**src/cio_pkg.sv**
```systemverilog
package cio_pkg;

    // register indices within the socket register space
    localparam logic [7:0] CIO_IDX_DETECT_CTRL = 8'h16;
    localparam logic [7:0] CIO_IDX_WIN0_LOW = 8'h36;
    localparam logic [7:0] CIO_IDX_WIN0_HIGH = 8'h37;
    localparam logic [7:0] CIO_IDX_WIN1_LOW = 8'h38;
    localparam logic [7:0] CIO_IDX_WIN1_HIGH = 8'h39;

    // card detect and general control field positions
    localparam int CIO_BIT_SENSE2_LEVEL = 7;
    localparam int CIO_BIT_SENSE1_LEVEL = 6;
    localparam int CIO_BIT_SOFT_DETECT_IRQ_TRIGGER = 5;
    localparam int CIO_BIT_DETECT_WAKE_ENABLE = 4;
    localparam int CIO_BIT_CLEAR_ON_REMOVAL = 1;

    // window low byte: bit 0 is hard zero
    localparam int CIO_BIT_WIN_LOW_ZERO = 0;
    localparam logic [7:0] CIO_WIN_LOW_MASK = 8'hFE;

    // reset values
    localparam logic [7:0] CIO_RST_WIN_BYTE = 8'h00;
    localparam logic CIO_RST_WAKE_ENABLE = 1'b0;
    localparam logic CIO_RST_CLEAR_ON_REMOVAL = 1'b0;
    localparam logic [7:0] CIO_RST_RDATA = 8'h00;
    localparam logic [1:0] CIO_RST_DETECT = 2'h3;
    localparam logic [1:0] CIO_RST_SENSE = 2'h0;
    localparam logic CIO_RING_IDLE_LEVEL = 1'b1;

    // number of I/O windows
    localparam int CIO_NUM_WINDOWS = 2;

    typedef struct packed {
        logic [7:0] addr;
        logic wr;
        logic rd;
        logic [7:0] wdata;
    } cio_reg_req_type;

    typedef enum logic [1:0] {
        CIO_RING_IDLE = 2'b00,
        CIO_RING_WAIT_SET = 2'b01,
        CIO_RING_HELD = 2'b10
    } cio_ring_state_type;

endpackage : cio_pkg

```
**src/cio_window_detect_regs.sv**
```systemverilog
`timescale 1ns/1ps
`default_nettype none

// Functional notes
// - low byte registers give offset bits 7..0
// - low byte bit 0 reads zero always
// - high byte registers give bits 15..8
// - each window keeps its own 16-bit offset
// - bit 7 shows live second sense pin
// - bit 6 shows live first sense pin
// - writing bit 5 raises detect irq if enabled
// - bit 5 write does nothing when disabled
// - bit 5 is write-only, reads zero
// - wake enable drives ring low on change
// - ring stays low until change flag cleared
// - wake disabled leaves ring untouched
// - bits 3, 2, 0 read zero, ignore writes
// - bit 1 resets registers on card removal
module cio_window_detect_regs (
    input wire logic CLOCK_I,
    input wire logic NRST_I,
    input wire cio_pkg::cio_reg_req_type REG_REQ_I,
    output logic [7:0] REG_RDATA_O,
    input wire logic CARD_DETECT_A_I,
    input wire logic CARD_DETECT_B_I,
    input wire logic VOLTAGE_SENSE_A_I,
    input wire logic VOLTAGE_SENSE_B_I,
    input wire logic DETECT_IRQ_ENABLE_I,
    input wire logic DETECT_CHANGE_FLAG_I,
    output logic SOFT_DETECT_IRQ_O,
    output logic DETECT_CHANGE_O,
    output logic COMPAT_RESET_O,
    output logic RING_INDICATE_OUT_O,
    output logic [15:0] IO_OFFSET0_O,
    output logic [15:0] IO_OFFSET1_O
);

    ////////////////////////////////////////////////////////////////////////
    // pin synchronisers
    logic [1:0] detect_meta;
    logic [1:0] detect_sync;
    logic [1:0] detect_prev;
    logic [1:0] sense_meta;
    logic [1:0] sense_sync;

    always_ff @(posedge CLOCK_I) begin
        if (!NRST_I) begin
            detect_meta <= cio_pkg::CIO_RST_DETECT;
            detect_sync <= cio_pkg::CIO_RST_DETECT;
            detect_prev <= cio_pkg::CIO_RST_DETECT;
        end else begin
            detect_meta <= {CARD_DETECT_B_I, CARD_DETECT_A_I};
            detect_sync <= detect_meta;
            detect_prev <= detect_sync;
        end
    end

    always_ff @(posedge CLOCK_I) begin
        if (!NRST_I) begin
            sense_meta <= cio_pkg::CIO_RST_SENSE;
            sense_sync <= cio_pkg::CIO_RST_SENSE;
        end else begin
            sense_meta <= {VOLTAGE_SENSE_B_I, VOLTAGE_SENSE_A_I};
            sense_sync <= sense_meta;
        end
    end

    ////////////////////////////////////////////////////////////////////////
    // change and removal detection
    logic detect_changed;
    logic card_removed;

    // detect pins are active low: card seated when both read low
    assign detect_changed = (detect_sync != detect_prev);
    assign card_removed = (detect_prev == 2'h0) && (detect_sync != 2'h0);

    always_ff @(posedge CLOCK_I) begin
        if (!NRST_I) begin
            DETECT_CHANGE_O <= 1'b0;
        end else begin
            DETECT_CHANGE_O <= detect_changed;
        end
    end

    ////////////////////////////////////////////////////////////////////////
    // control register
    logic detect_wake_enable;
    logic clear_on_removal;
    logic ctrl_write;

    assign ctrl_write = REG_REQ_I.wr && (REG_REQ_I.addr == cio_pkg::CIO_IDX_DETECT_CTRL);

    always_ff @(posedge CLOCK_I) begin
        if (!NRST_I) begin
            detect_wake_enable <= cio_pkg::CIO_RST_WAKE_ENABLE;
            clear_on_removal <= cio_pkg::CIO_RST_CLEAR_ON_REMOVAL;
        end else if (ctrl_write) begin
            detect_wake_enable <= REG_REQ_I.wdata[cio_pkg::CIO_BIT_DETECT_WAKE_ENABLE];
            clear_on_removal <= REG_REQ_I.wdata[cio_pkg::CIO_BIT_CLEAR_ON_REMOVAL];
        end
    end

    // write-only trigger, no storage behind it
    always_ff @(posedge CLOCK_I) begin
        if (!NRST_I) begin
            SOFT_DETECT_IRQ_O <= 1'b0;
        end else begin
            SOFT_DETECT_IRQ_O <= ctrl_write && DETECT_IRQ_ENABLE_I
                && REG_REQ_I.wdata[cio_pkg::CIO_BIT_SOFT_DETECT_IRQ_TRIGGER];
        end
    end

    always_ff @(posedge CLOCK_I) begin
        if (!NRST_I) begin
            COMPAT_RESET_O <= 1'b0;
        end else begin
            COMPAT_RESET_O <= card_removed && clear_on_removal;
        end
    end

    ////////////////////////////////////////////////////////////////////////
    // I/O window offset registers
    logic [7:0] win_low [cio_pkg::CIO_NUM_WINDOWS];
    logic [7:0] win_high [cio_pkg::CIO_NUM_WINDOWS];
    logic [7:0] low_idx [cio_pkg::CIO_NUM_WINDOWS];
    logic [7:0] high_idx [cio_pkg::CIO_NUM_WINDOWS];

    assign low_idx[0] = cio_pkg::CIO_IDX_WIN0_LOW;
    assign low_idx[1] = cio_pkg::CIO_IDX_WIN1_LOW;
    assign high_idx[0] = cio_pkg::CIO_IDX_WIN0_HIGH;
    assign high_idx[1] = cio_pkg::CIO_IDX_WIN1_HIGH;

    generate
        for (genvar w = 0; w < cio_pkg::CIO_NUM_WINDOWS; w++) begin : g_win
            // removal reset wins over a same-cycle write
            always_ff @(posedge CLOCK_I) begin
                if (!NRST_I) begin
                    win_low[w] <= cio_pkg::CIO_RST_WIN_BYTE;
                    win_high[w] <= cio_pkg::CIO_RST_WIN_BYTE;
                end else if (card_removed && clear_on_removal) begin
                    win_low[w] <= cio_pkg::CIO_RST_WIN_BYTE;
                    win_high[w] <= cio_pkg::CIO_RST_WIN_BYTE;
                end else if (REG_REQ_I.wr) begin
                    if (REG_REQ_I.addr == low_idx[w]) begin
                        win_low[w] <= REG_REQ_I.wdata & cio_pkg::CIO_WIN_LOW_MASK;
                    end
                    if (REG_REQ_I.addr == high_idx[w]) begin
                        win_high[w] <= REG_REQ_I.wdata;
                    end
                end
            end
        end
    endgenerate

    assign IO_OFFSET0_O = {win_high[0], win_low[0]};
    assign IO_OFFSET1_O = {win_high[1], win_low[1]};

    ////////////////////////////////////////////////////////////////////////
    // ring indicate
    cio_pkg::cio_ring_state_type ring_state;
    cio_pkg::cio_ring_state_type next_ring_state;

    // the flag is set by the status logic a cycle or more after our pulse,
    // so wait to see it set before treating its low level as a clear
    always_comb begin
        next_ring_state = ring_state;
        unique case (ring_state)
            cio_pkg::CIO_RING_IDLE: begin
                if (DETECT_CHANGE_O && detect_wake_enable) begin
                    next_ring_state = cio_pkg::CIO_RING_WAIT_SET;
                end
            end
            cio_pkg::CIO_RING_WAIT_SET: begin
                if (DETECT_CHANGE_FLAG_I) begin
                    next_ring_state = cio_pkg::CIO_RING_HELD;
                end
            end
            cio_pkg::CIO_RING_HELD: begin
                if (!DETECT_CHANGE_FLAG_I) begin
                    next_ring_state = cio_pkg::CIO_RING_IDLE;
                end
            end
            default: begin
                next_ring_state = cio_pkg::CIO_RING_IDLE;
            end
        endcase
    end

    always_ff @(posedge CLOCK_I) begin
        if (!NRST_I) begin
            ring_state <= cio_pkg::CIO_RING_IDLE;
            RING_INDICATE_OUT_O <= cio_pkg::CIO_RING_IDLE_LEVEL;
        end else begin
            ring_state <= next_ring_state;
            RING_INDICATE_OUT_O <= (next_ring_state == cio_pkg::CIO_RING_IDLE);
        end
    end

    ////////////////////////////////////////////////////////////////////////
    // read path
    logic [7:0] next_rdata;

    always_comb begin
        next_rdata = 8'h00;
        unique case (REG_REQ_I.addr)
            cio_pkg::CIO_IDX_DETECT_CTRL: begin
                next_rdata[cio_pkg::CIO_BIT_SENSE2_LEVEL] = sense_sync[1];
                next_rdata[cio_pkg::CIO_BIT_SENSE1_LEVEL] = sense_sync[0];
                next_rdata[cio_pkg::CIO_BIT_DETECT_WAKE_ENABLE] = detect_wake_enable;
                next_rdata[cio_pkg::CIO_BIT_CLEAR_ON_REMOVAL] = clear_on_removal;
            end
            cio_pkg::CIO_IDX_WIN0_LOW: next_rdata = win_low[0];
            cio_pkg::CIO_IDX_WIN0_HIGH: next_rdata = win_high[0];
            cio_pkg::CIO_IDX_WIN1_LOW: next_rdata = win_low[1];
            cio_pkg::CIO_IDX_WIN1_HIGH: next_rdata = win_high[1];
            default: next_rdata = 8'h00;
        endcase
    end

    // read data holds until the next read
    always_ff @(posedge CLOCK_I) begin
        if (!NRST_I) begin
            REG_RDATA_O <= cio_pkg::CIO_RST_RDATA;
        end else if (REG_REQ_I.rd) begin
            REG_RDATA_O <= next_rdata;
        end
    end
endmodule : cio_window_detect_regs

`default_nettype wire
```
**config.mk**
```make
export PLATFORM = sky130hd
export DESIGN_NAME = cio_window_detect_regs
export DESIGN_NICKNAME = d
export VERILOG_FILES = /design/src/cio_pkg.sv /design/src/cio_window_detect_regs.sv
export SDC_FILE = /design/constraint.sdc
export NUM_CORES = 1
export LEC_CHECK = 0
export BUFFER_PORTS_ARGS = -buffer_cell sky130_fd_sc_hd__buf_2
export CORE_MARGIN = 2
export CORE_UTILIZATION = 51
export DETAILED_ROUTE_END_ITERATION = 10
export GPL_TIMING_DRIVEN = 1
export PLACE_DENSITY = 0.77
export SYNTH_ARGS = -nofsm -noshare
export SYNTH_HDL_FRONTEND = slang
export SYNTH_SLANG_ARGS = --single-unit
```
**constraint.sdc**
```tcl
create_clock -name CLOCK_I -period 2.5 [get_ports CLOCK_I]
set_input_delay 0.5 -clock CLOCK_I [delete_from_list [all_inputs] [get_ports CLOCK_I]]
set_output_delay 0.5 -clock CLOCK_I [all_outputs]
set_load 0.005 [all_outputs]
```
==> run summary, run 1 <==
Based on the critical path, the design can be clocked at up to 0.5566 GHz. The start-to-end type of the worst setup path is flip-flop to flip-flop. Arrival time of the worst setup path: 1.78 ns. Adder and majority cell fraction of the synthesized area: 0. The number of resized instances in the post-cts repair step was 0; the DRC violation count after routing was 0.

Timing analysis after detailed placement gives a worst setup slack of 0.3880 ns. The total track usage is 0.2088, and the total setup buffers inserted after CTS is 0. The number of setup violations in the final report is 0. In the post-synthesis netlist, the biggest area contributors are sky130_fd_sc_hd__edfxtp_1 (37%), sky130_fd_sc_hd__dfxtp_1 (21%), sky130_fd_sc_hd__and2_1 (9.0%), sky130_fd_sc_hd__a221oi_1 (4.0%), sky130_fd_sc_hd__nand2b_1 (2.3%). Fraction of the mapped netlist area in compound gates: 0.1133. In this run the clock root is driven by a sky130_fd_sc_hd__clkbuf_8.

The worst setup path is captured at a flip-flop. The diode insertion count for antenna repair is 0, and the initial standard-cell utilization of the core is 0.5213. For the internal power of the cells, the log shows 1.258 mW. The worst-case register-to-register setup slack was 0.70 ns; the overall overflow remaining after global route was 0.

The first routing iteration left 171 violations. The fraction of layout cells with a size suffix above 1 is 0.3259. The sequential share of power is 0.623. The critical path goes through o21ai_1 > o31ai_2 > nor4_4 > nand2b_1. The design draws 1.639 mW. The pre-antenna-repair detailed-routing pass consisted of 4 iterations. Detailed routing inserted a total of 1805 vias. Slowest cell on the critical path: sky130_fd_sc_hd__nor4_4. Power spread over the standard cell area amounts to 565.1 nW/µm². The count of input and output buffers is 67, and the cell row count is 25. The power share of the combinational group is 0.087. Clock latency on the worst-skew pair, taken at its later pin, is 0.30 ns. For the I/O pin count, the log shows 70. Overall die height: 73.03 µm. Fill cell total of the finished layout: 384. For the final HPWL from detailed placement, the log shows 4.074 mm. The class of the tightest hold or removal check is primary input to flip-flop. The tools report the number of antenna violations at the first check in global routing as 0. The logs give 0 for the count of yosys warnings during synthesis and 5.351 mm for the total length of routed wires. The post-route minimum period is 1.796 ns. The final cycle utilization of the critical path is 0.7186, and the post-detailed-route count of antenna-violating nets is 0. The basic-gate share of the synthesized area counting and, or, nand and nor cells was 0.2400; the clock transition time at the flip-flop clock pins of the worst setup and hold paths was 0.09 ns. Of all nets on the critical path, the largest fanout is 8.

The synthesized area per cell works out to 12.15 µm². The largest single stage delay on the critical path is 0.39 ns. The number of nets in the finished design was 295.

For this design, the CTS-stage hold fixing added 0 buffers. The cell area that synthesis handed to floorplanning was 2430 µm². Number of buffers inserted during clock tree synthesis: 5. For the worst setup path, the data required time is 2.48 ns. The clock passes through at most 2 buffers. Entering global routing, the biggest net connects 29 pins. The top cell type's share of synthesized area is 0.3708, and the clock network fraction of design power is 0.289.

The fraction of registers with async set or reset after synthesis works out to 0. Dividing the detail-routed wire length by the instance count gives 16.52 µm. The synthesized design spends more area on one cell type than any other, namely sky130_fd_sc_hd__edfxtp_1.

The most used flip-flop cell after synthesis is sky130_fd_sc_hd__edfxtp_1. Between clock sinks in the finished design, the worst skew comes to 0.007394 ns. Counting distinct cell types in the post-synthesis netlist gives 48.

Multiplexer share of the synthesized area: 0.02111. Summed over all nets, the switching power comes to 381.3 µW. By area, the combinational part of the netlist is dominated by simple AND/OR/NAND/NOR gates. The worst setup path is launched from a flip-flop. The run gives 1729 as the via count of the first global-routing pass. The run finished with clean final reports.

The sequential-to-total area share from yosys stat came out at 0.5850. From left edge to right edge, the die measures 73.03 µm. For the pin with the worst max-slew slack, the measured transition is 0.5191 ns. The die area came out at 5333 µm². The run gives 0 as the count of pins over their slew limit. For the first-pass GRT wire length, the log shows 8.376 mm.

The tools report the worst max-slew margin expressed relative to the limit as 0.6491. In this run, synthesis produced a sequential element count of 56. The tools report the number of failing hold endpoints at the final stage as 0. Setup repair after global routing left no endpoint under its margin.

Depth of the CTS H-tree: 2. TritonCTS built the clock tree. At the end of routability-driven placement, the weighted congestion stood at 0.7803.

Synthesis produced a netlist whose cell count is 200. The core region is 4661 µm². From synthesis to final layout, the design area changed by 19.36%. Final hold analysis gives a worst-case slack of 0.3750 ns. In this run the static leakage power is 1.153 nW. Across all setup checks in the final design, the least slack found is 0.7035 ns. The share of total power consumed by net switching came out at 0.2326.

Dividing the detail-routed via count by the number of cells gives 5.571. After routing the design area is 2900 µm². Summing all placed instances gives a cell area of 2813 µm². The XOR/XNOR share of the synthesized area was 0.01081. The count of max-cap constraint violations is 0, and the worst-case vdd ir drop is 0.3332 mV. For this design, the sink count on the clock tree is 56. The synthesized design contains 30 enable-type register cells.

After routing, the total negative slack on setup checks comes to 0 ns.
[cells in the final DEF (no fill, tap or decap), types with 2 or more instances in the layout]
cell type / instances
sky130_fd_sc_hd__a211oi_1: 2
sky130_fd_sc_hd__a21o_1: 2
sky130_fd_sc_hd__a221oi_1: 11
sky130_fd_sc_hd__a22oi_1: 5
sky130_fd_sc_hd__a31oi_1: 2
sky130_fd_sc_hd__and2_1: 35
sky130_fd_sc_hd__buf_2: 67
sky130_fd_sc_hd__buf_4: 5
sky130_fd_sc_hd__clkbuf_8: 5
sky130_fd_sc_hd__clkinvlp_4: 2
sky130_fd_sc_hd__conb_1: 2
sky130_fd_sc_hd__dfxtp_1: 26
sky130_fd_sc_hd__edfxtp_1: 30
sky130_fd_sc_hd__inv_1: 2
sky130_fd_sc_hd__mux2i_1: 4
sky130_fd_sc_hd__nand2_1: 12
sky130_fd_sc_hd__nand2b_1: 9
sky130_fd_sc_hd__nand3b_1: 6
sky130_fd_sc_hd__nand4_1: 2
sky130_fd_sc_hd__nor2_1: 4
sky130_fd_sc_hd__nor2b_1: 3
sky130_fd_sc_hd__nor4b_1: 3
sky130_fd_sc_hd__o21ai_0: 3
sky130_fd_sc_hd__o32a_1: 2
sky130_fd_sc_hd__xnor2_1: 2
[power groups by stage]
stage                     registers [mW]  logic [mW]  clock network, mW
after floorplan                     1.04      0.0639                  0
after global placement              1.04       0.141                  0
after detailed placement            1.04       0.143                  0
after CTS                           1.02       0.144              0.486
after global routing                1.03       0.157              0.525
final                               1.02       0.143              0.474
[metal layers]
metal / up-vias / GRT usage / wire length (µm)
met5: - / 0 / 0
met4: 0 / 0.05556 / 61
met3: 5 / 0.03591 / 304
met2: 66 / 0.3353 / 2541
met1: 864 / 0.2930 / 2444
li1: 870 / - / -
[area by class of cell]
| class | instances | area [µm²] | share of cell area |
|---|---|---|---|
| multi-input cells | 132 | 943.4 | 0.3253 |
| clock inverters | 3 | 18.77 | 0.006471 |
| flip-flops and latches | 56 | 1421 | 0.4901 |
| inverters | 2 | 7.507 | 0.002588 |
| repair buffers | 72 | 372.9 | 0.1286 |
| well taps | 54 | 67.56 | 0.02330 |
| clock buffers | 5 | 68.82 | 0.02373 |
[registers in the layout, summed over array words and instances, names as in the netlist, 2 cells and up]
register and count:
win_high 16, win_low 14, REG_RDATA_O 8, detect_meta 2, detect_prev 2, detect_sync 2, ring_state 2, sense_meta 2
sense_sync 2
[cell usage after synthesis, types with 2 or more instances]
cell type                  instances
sky130_fd_sc_hd__and2_1           35
sky130_fd_sc_hd__edfxtp_1         30
sky130_fd_sc_hd__dfxtp_1          26
sky130_fd_sc_hd__nand2_1          12
sky130_fd_sc_hd__a221oi_1         11
sky130_fd_sc_hd__nand2b_1          9
sky130_fd_sc_hd__clkbuf_1          6
sky130_fd_sc_hd__nand3b_1          6
sky130_fd_sc_hd__a22oi_1           5
sky130_fd_sc_hd__mux2i_1           4
sky130_fd_sc_hd__nor2_1            4
sky130_fd_sc_hd__buf_4             3
sky130_fd_sc_hd__nor2b_1           3
sky130_fd_sc_hd__nor4b_1           3
sky130_fd_sc_hd__o21ai_0           3
sky130_fd_sc_hd__a211oi_1          2
sky130_fd_sc_hd__a21o_1            2
sky130_fd_sc_hd__a31oi_1           2
sky130_fd_sc_hd__inv_1             2
sky130_fd_sc_hd__nand4_1           2
sky130_fd_sc_hd__o32a_1            2
sky130_fd_sc_hd__xnor2_1           2
[per-stage QoR]
step             util  std cells
6_report       0.6223        324
5_1_grt        0.6223        324
4_1_cts        0.6223        324
3_5_place_dp   0.6035        316
3_3_place_gp   0.6035        316
2_1_floorplan       -        201
[path summary, 6_finish.rpt]
path | startpoint | end | cells past startpoint
setup reg to reg | detect_sync[0] | win_low[1][3] | 4
hold reg to reg | detect_meta[1] | detect_sync[1] | 1
hold / removal | CARD_DETECT_A_I | detect_meta[0] | 2
setup / recovery | detect_sync[0] | win_low[1][3] | 4
[logic make-up (layout without fill, tap and decap cells)]
| logic type | count (synthesis) | in the layout |
|---|---|---|
| buf+inv | 13 | 82 |
| mux | 5 | 5 |
| compound gates | 35 | 35 |
| xor+xnor | 3 | 3 |
| flops | 56 | 56 |
| other cells | 1 | 2 |
| simple gates | 87 | 87 |
[critical path: cells and delay by family, from the launching register on]
| kind | cells | cell delay (ns) |
|---|---|---|
| AND/OR/NAND/NOR | 2 | 0.74 |
| AO/OA/AOI/OAI | 2 | 0.41 |
| flip-flops | 1 | 0.34 |
Note: power is estimated with default switching activity, not from simulation.
==> inputs of run 2 (changes only) <==
--- a/config.mk
+++ b/config.mk
@@ -5,12 +5,13 @@
 export SDC_FILE = /design/constraint.sdc
 export NUM_CORES = 1
 export LEC_CHECK = 0
+export ABC_AREA = 1
 export BUFFER_PORTS_ARGS = -buffer_cell sky130_fd_sc_hd__buf_2
 export CORE_MARGIN = 2
-export CORE_UTILIZATION = 51
+export CORE_UTILIZATION = 46
 export DETAILED_ROUTE_END_ITERATION = 10
 export GPL_TIMING_DRIVEN = 1
-export PLACE_DENSITY = 0.77
+export PLACE_DENSITY = 0.73
 export SYNTH_ARGS = -nofsm -noshare
 export SYNTH_HDL_FRONTEND = slang
 export SYNTH_SLANG_ARGS = --single-unit
==> constraint.sdc (replaced) <==
create_clock -name CLOCK_I -period 1.6 [get_ports CLOCK_I]
set_input_delay 0.32 -clock CLOCK_I [delete_from_list [all_inputs] [get_ports CLOCK_I]]
set_output_delay 0.32 -clock CLOCK_I [all_outputs]
set_load 0.005 [all_outputs]
==> run summary, run 2 <==
The run gives 402 as the final standard cell count with taps included and fillers excluded. Routability-driven placement finished with a final weighted congestion of 0.8412. The worst setup path is captured at a flip-flop.

The startpoint type of the worst setup path was a flip-flop. The run gives 0 as the number of failing hold endpoints at the final stage. The total area inside the core boundary comes to 4817 µm². Via count of the first global-routing pass: 1929. The tools report the overall overflow remaining after global route as 0. The overall via count from detail_route was 2003.

The post-route clock skew came out at 0.003833 ns. In the final layout, the registers with the most flip-flops are win_high: 16 flops, win_low: 14 flops, REG_RDATA_O: 8 flops. The startpoint identified for the worst register-to-register timing path is detect_prev[0]. The filler cells instantiated in the layout total 455.

The netlist uses 24 different library cells. For the arrival time of the worst setup path, the log shows 1.53 ns. The initial standard-cell utilization of the core came out at 0.4868. In the post-route analysis, the smallest setup slack over all paths is 0.1037 ns. The utilization after layout is 0.6148, and the growth of design area from synthesis to finish is 26.31%. Measured along the x axis, the die boundary spans 75.40 µm. In this run the static leakage power is 1.415 nW. The logs give 5 for the number of buffers inserted during clock tree synthesis and 4 for the detailed-router iteration count before antenna repair. After detailed routing, the number of remaining DRC violations is 0.

In the post-synthesis netlist, the biggest area contributors are sky130_fd_sc_hd__edfxtp_1 (38%), sky130_fd_sc_hd__dfxtp_1 (22%), sky130_fd_sc_hd__nand3_1 (7.9%), sky130_fd_sc_hd__nor2_1 (6.4%), sky130_fd_sc_hd__nand2_1 (5.9%). The fraction of registers with async set or reset after synthesis was 0; the pre-CTS setup slack was -0.007691 ns. After the last flow step, the layout net total stands at 360. The run gives 0 as the number of setup violations in the final report. 70 I/O pins were placed. Startpoint of the most critical hold path: VOLTAGE_SENSE_A_I.

The cell sitting at the root of the clock tree is a sky130_fd_sc_hd__clkbuf_8. The number of antenna violations at the first check in global routing came out at 0. The count of input and output buffers came out at 67. The run finished with clean final reports. The run gives 0.6062 as the sequential-to-total area share from yosys stat. Pin count of the biggest net entering global routing: 31. Subtracting the final worst setup slack from the clock period gives 1.496 ns. After detailed routing, the number of vias per cell comes to 4.983. More flip-flops sit in one register than any other, and that register is win_high. In the final routed layout, each cell accounts on average for 14.57 µm. The die covers 5684 µm². The most frequent standard cell in the layout excluding fill and tap cells was sky130_fd_sc_hd__buf_2. In the post-synthesis netlist, the cell with the most instances is sky130_fd_sc_hd__nor2_1. The commonest register cell after synthesis was sky130_fd_sc_hd__edfxtp_1. The count of nets left with antenna violations once routing finished came out at 0. Yosys mapped a number of flops with a built-in enable equal to 30.

The worst hold path was traced through 3 stages. The min-delay analysis places its worst path in the category primary input to flip-flop. After clock tree synthesis, the clock-pin slew on the worst setup and hold paths is 0.10 ns. The worst-case vdd ir drop came out at 0.4714 mV. In this run, the number of DRC markers left after iteration 0 of detailed routing was 102. Final HPWL from detailed placement: 4.298 mm. The top cell types in the final layout, fill and taps aside, are sky130_fd_sc_hd__buf_2 (67), sky130_fd_sc_hd__nor2_1 (40), sky130_fd_sc_hd__nand3_1 (37). Max-cap violations in this run came to 0.

In this run, post-CTS hold repair placed 0 buffers. The multi-input combinational cells in the finished layout cover a total of 785.8 µm². The first global-routing pass estimated 9.087 mm of wire.

Along the worst path, the maximum fanout reaches 6. In this run the vertical extent of the chip is 75.40 µm. In the synthesized netlist, the cells that appear most often are sky130_fd_sc_hd__nor2_1 (40), sky130_fd_sc_hd__nand2_1 (37), sky130_fd_sc_hd__nand3_1 (37), sky130_fd_sc_hd__edfxtp_1 (30), sky130_fd_sc_hd__inv_1 (27). By startpoint and endpoint, the worst setup path is classified as flip-flop to flip-flop.

TritonCTS built the clock tree. The depth of the CTS H-tree is 2, and the smallest hold slack is 0.1902 ns. Power spread over the standard cell area amounts to 862.9 nW/µm². For the total power, the log shows 2.555 mW.

Final cycle utilization of the critical path: 0.9352. Counting every instance in the synthesized netlist gives 252. The top cell type's share of synthesized area was 0.3842.

The cell accounting for the most synthesized area is sky130_fd_sc_hd__edfxtp_1. The count of pins over their slew limit came out at 0. The total track usage was 0.2173; the worst-case clock buffer depth was 2. For the area used by sequential logic in the layout, the log shows 1423 µm². The fmax came out at 0.6683 GHz. The repair_antennas step left the layout with diodes totalling 0.

The number of sinks driven by the clock tree was 56. For the worst flop-to-flop path, the logic depth is 7. Setup repair after global routing left no endpoint under its margin. For the worst setup path, the data required time is 1.63 ns. In this run the critical register-to-register path is captured at win_high[1][5].

The terminating pin of the worst hold path is sense_meta[0]. The total length of routed wires is 5.859 mm, and the flip-flop and latch count after synthesis is 56. Setup slack on the worst reg-to-reg path comes out at 0.10 ns. The cell count after placement is 394. The fraction of layout cells with a size suffix above 1 was 0.3433; the cell row count was 25. The register with the most flip-flops in the layout has 16 of them. After synthesis, the mean cell area works out to 9.305 µm². Clock latency on the worst-skew pair, taken at its later pin, is 0.30 ns.

For the count of yosys warnings during synthesis, the log shows 0. Summing every instance area after synthesis gives 2345 µm².
[run 2: routing by layer]
| metal | GRT usage | wire length, µm |
|---|---|---|
| met5 | 0 | 0 |
| met4 | 0.07212 | 46 |
| met3 | 0.04630 | 457 |
| met2 | 0.3671 | 2850 |
| met1 | 0.2789 | 2506 |
[run 2: worst max-delay path by stage]
stage / startpoint / slack, ns / to
after global routing: clear_on_removal / 0.02 / win_low[1][3]
after CTS: detect_prev[0] / 0.01 / win_low[0][3]
after detailed placement: REG_REQ_I[16] / -0.008 / REG_RDATA_O[3]
final: detect_prev[0] / 0.10 / win_high[1][5]
after floorplan: REG_REQ_I[16] / 0.10 / win_high[0][0]
after global placement: REG_REQ_I[16] / 0.06 / REG_RDATA_O[2]
[run 2: critical path, cell delays in order, from the launching register on]
cell and delay, ns:
sky130_fd_sc_hd__dfxtp_1 0.34, sky130_fd_sc_hd__nor3_1 0.18, sky130_fd_sc_hd__o21ai_1 0.12, sky130_fd_sc_hd__nand2_2 0.12, sky130_fd_sc_hd__buf_4 0.12, sky130_fd_sc_hd__inv_1 0.09
sky130_fd_sc_hd__nand2_2 0.13, sky130_fd_sc_hd__buf_12 0.13
[run 2: cell type report]
type | instances | share of cell area
multi-input cells | 160 | 0.2653
inverters | 28 | 0.03549
repair buffers | 83 | 0.1622
clock inverters | 2 | 0.003802
flip-flops and latches | 56 | 0.4804
clock buffers | 6 | 0.02450
well taps | 67 | 0.02831
[run 2: cells by family after synthesis]
group,share of synthesized area
other cells,0.001599
simple gates,0.2705
flops,0.6062
buf+inv,0.06777
compound gates,0.04643
xor+xnor,0.007472
[run 2: repair_timing]
| item | CTS | global route |
|---|---|---|
| hold endpoints to repair | 0 | 0 |
| setup buffers | 0 | 0 |
| resized for setup | 0 | 7 |
| setup endpoints to repair | 0 | 30 |
[run 2: report_power, final]
group | switching (mW) | internal, mW | leakage [nW]
combinational | 0.129 | 0.0957 | 0.851
clock | 0.439 | 0.308 | 0.0455
sequential | 0.0264 | 1.56 | 0.518
total | 0.594 | 1.96 | 1.42
[run 2: through the flow]
stage / setup TNS (ns) / area [µm²]
3_3_place_gp: 0 / 2859
4_1_cts: 0 / 2943
3_5_place_dp: -0.007691 / 2859
6_report: 0 / 2962
2_1_floorplan: 0 / 2349
5_1_grt: 0 / 2962
==> inputs of run 3 (changes only) <==
==> constraint.sdc (replaced) <==
create_clock -name CLOCK_I -period 1.3 [get_ports CLOCK_I]
set_input_delay 0.26 -clock CLOCK_I [delete_from_list [all_inputs] [get_ports CLOCK_I]]
set_output_delay 0.26 -clock CLOCK_I [all_outputs]
set_load 0.005 [all_outputs]
==> run summary, run 3 (synthesis results as in run 2) <==
In the final layout, the registers with the most flip-flops are win_high: 16 flops, win_low: 14 flops, REG_RDATA_O: 8 flops. In this run the horizontal extent of the chip is 75.40 µm. The design draws 3.535 mW. The routed design could run at a clock period as short as 1.481 ns. The endpoint identified for the worst register-to-register timing path is win_low[0][1]. The ratio of total power to cell area is 1049 nW/µm². The start-to-end type of the worst setup path was flip-flop to flip-flop. The average via count per standard cell is 5.127.

Following the worst setup path forward leads to its endpoint at win_low[0][1]. The clock transition time at the flip-flop clock pins of the worst setup and hold paths is 0.10 ns. The filler cells instantiated in the layout total 373.

At the worst endpoint, the arrival time is 1.64 ns. The top cell types in the final layout, fill and taps aside, are sky130_fd_sc_hd__buf_2 (67), sky130_fd_sc_hd__nand3_1 (37), sky130_fd_sc_hd__nand2_1 (32). For the number of setup violations in the final report, the log shows 60. The most frequent standard cell in the layout excluding fill and tap cells is sky130_fd_sc_hd__buf_2. The sequential share of power came out at 0.551. TritonCTS created 5 clock buffers. The final HPWL from detailed placement is 4.363 mm.

The number of antenna violations at the first check in global routing was 0. Setup repair after global routing could not meet its margin everywhere. The tools report the pre-CTS setup slack as -0.2066 ns. The tools report the post-route clock skew as 0.004804 ns. Grouping stages by cell kind, the critical path spends the most delay in simple AND/OR/NAND/NOR gates. The detail-routed net length per standard cell was 15.04 µm; the via count of the first global-routing pass was 1966.

The number of failing hold endpoints at the final stage is 0, and the overall via count from detail_route is 2138. The internal power of the cells was 2.743 mW. The tools report the launch point of the critical path as detect_sync[1]. STA puts the critical path data required time at 1.46 ns. The clock net in this run drives a total of 56 sinks. The number of nets in the finished design came out at 375. The root buffer cell chosen for the clock tree is sky130_fd_sc_hd__clkbuf_8.

The flow ran to the end, but the final reports show violations. The register with the most flip-flops was win_high. The signal on the critical path passes through o21ai_2 > nand2_2 > nor2_4 > nand3_2 > buf_4 > nor2_1.

The floorplan step set the die height to 75.40 µm. The floorplan step defined a core boundary enclosing 4817 µm². Max-cap violations in this run came to 0. Entering global routing, the biggest net connects 19 pins. The class of the tightest hold or removal check was primary input to flip-flop. The analysis attributes to net switching a power of 791.1 µW. The worst setup path is captured at a flip-flop. Buffers placed on the I/O ports in this run total 67.

The maximum fanout count along the critical path was 7. The share of total power consumed by net switching was 0.2238. The worst register-to-register path begins at detect_sync[1]. The first global-routing pass estimated 8.825 mm of wire.

The tools report the worst-case register-to-register setup slack as -0.18 ns. In this run the count of I/O pins placed on the die edge is 70. The final layout contains routed wiring with a total length of 6.270 mm. The run gives 0.6752 GHz as the fmax.

The logs give 0 for the diode insertion count for antenna repair and 181 for the detailed router's first-iteration violation count. After floorplanning, the core was divided into 25 placement rows. Fraction of layout cells with a size suffix above 1: 0.4429.

The post-detailed-route count of antenna-violating nets was 0; the cell count of the worst reg-to-reg path was 6. The final cycle utilization of the critical path works out to 1.139. Across the VDD grid, the largest voltage drop is 0.6497 mV. The analysis attributes to cell leakage a power of 1.532 nW.

The initial standard-cell utilization of the core was 0.4868; the smallest hold slack was 0.1258 ns. The number of placed instances, taps included, is 404. The congestion estimate from routability-driven global placement came to 0.8582. Slowest cell on the critical path: sky130_fd_sc_hd__dfxtp_1. The flip-flop count of the largest register after layout was 16; the count of cell instances traversed by the critical path was 6.

The H-tree was split into 2 levels. The quantity of hold-fixing buffers added after cts is 0, and the count of pins over their slew limit is 0. For the final standard cell count with taps included and fillers excluded, the log shows 417.

STA classifies the critical path startpoint as a flip-flop. TritonCTS built the clock tree. The checks that failed: setup timing. The tools report the power share of the combinational group as 0.090.

The area growth from synthesis to layout is 43.65%. The least setup slack across all paths after layout is -0.1811 ns. The clock network fraction of design power is 0.359, and the aggregate negative setup slack is -7.060 ns. The latest clock arrival within the worst-skew pair was 0.31 ns; the die area was 5684 µm². The total cell area at the placement stage was 2984 µm²; the worst-case clock buffer depth was 2.

The delay contributed by the slowest stage of the critical path was 0.34 ns. The total track usage was 0.2144; the DRC violation count after routing was 0. The utilization after layout was 0.6992; the buffer and inverter count on the worst path was 1. Before antenna repair, the detailed router went through 5 iterations. The finished cells cover 3368 µm². After global routing the overflow that remains totals 0.
-- run 3: changes by cell type in the layout (fill, tap and decap cells not counted), sizes merged --
cell / change
buf: +15
bufinv: +1
clkinv: -1
-- run 3: layout make-up --
class / count / area [µm²] / area share
flip-flops and latches: 56 / 1425 / 0.4231
multi-input cells: 160 / 980.9 / 0.2912
repair buffers: 98 / 638.1 / 0.1895
inverters: 28 / 107.6 / 0.03195
clock buffers: 6 / 93.84 / 0.02786
well taps: 67 / 83.83 / 0.02489
clock inverters: 2 / 38.79 / 0.01152
-- run 3: power groups by stage --
| stage | registers, mW | clock network, mW | logic, mW |
|---|---|---|---|
| 4_1_cts | 1.95 | 1.28 | 0.295 |
| 3_3_place_gp | 1.99 | 0 | 0.279 |
| 2_1_floorplan | 1.99 | 0 | 0.126 |
| 5_1_grt | 1.95 | 1.34 | 0.348 |
| 6_report | 1.95 | 1.27 | 0.317 |
| 3_5_place_dp | 1.99 | 0 | 0.286 |
-- run 3: metal layers --
metal	vias to the layer above	part of all wire	track usage	wire, µm
li1	1019	-	-	-
met1	1001	0.40	0.2627	2480
met2	103	0.51	0.3662	3186
met3	15	0.074	0.04101	464
met4	0	0.022	0.09942	138
met5	-	0	0	0
-- run 3: worst min path at each step --
stage,startpoint,to,cells after the start
6_report,VOLTAGE_SENSE_B_I,sense_meta[1],3
2_1_floorplan,VOLTAGE_SENSE_A_I,sense_meta[0],2
3_5_place_dp,sense_meta[0],sense_sync[0],2
5_1_grt,CARD_DETECT_B_I,detect_meta[1],2
4_1_cts,VOLTAGE_SENSE_B_I,sense_meta[1],3
3_3_place_gp,sense_meta[1],sense_sync[1],2
-- run 3: timing repair --
action | in CTS | in global routing
setup buffers | 4 | 1
resized for setup | 12 | 44
setup endpoints to repair | 60 | 60
pin swaps | 1 | 6
-- run 3: worst register-to-register path, cell delays in order, from the launching register on --
cell and delay, ns:
sky130_fd_sc_hd__dfxtp_1 0.34, sky130_fd_sc_hd__o21ai_2 0.17, sky130_fd_sc_hd__nand2_2 0.11, sky130_fd_sc_hd__nor2_4 0.23, sky130_fd_sc_hd__nand3_2 0.15, sky130_fd_sc_hd__buf_4 0.20
sky130_fd_sc_hd__nor2_1 0.13
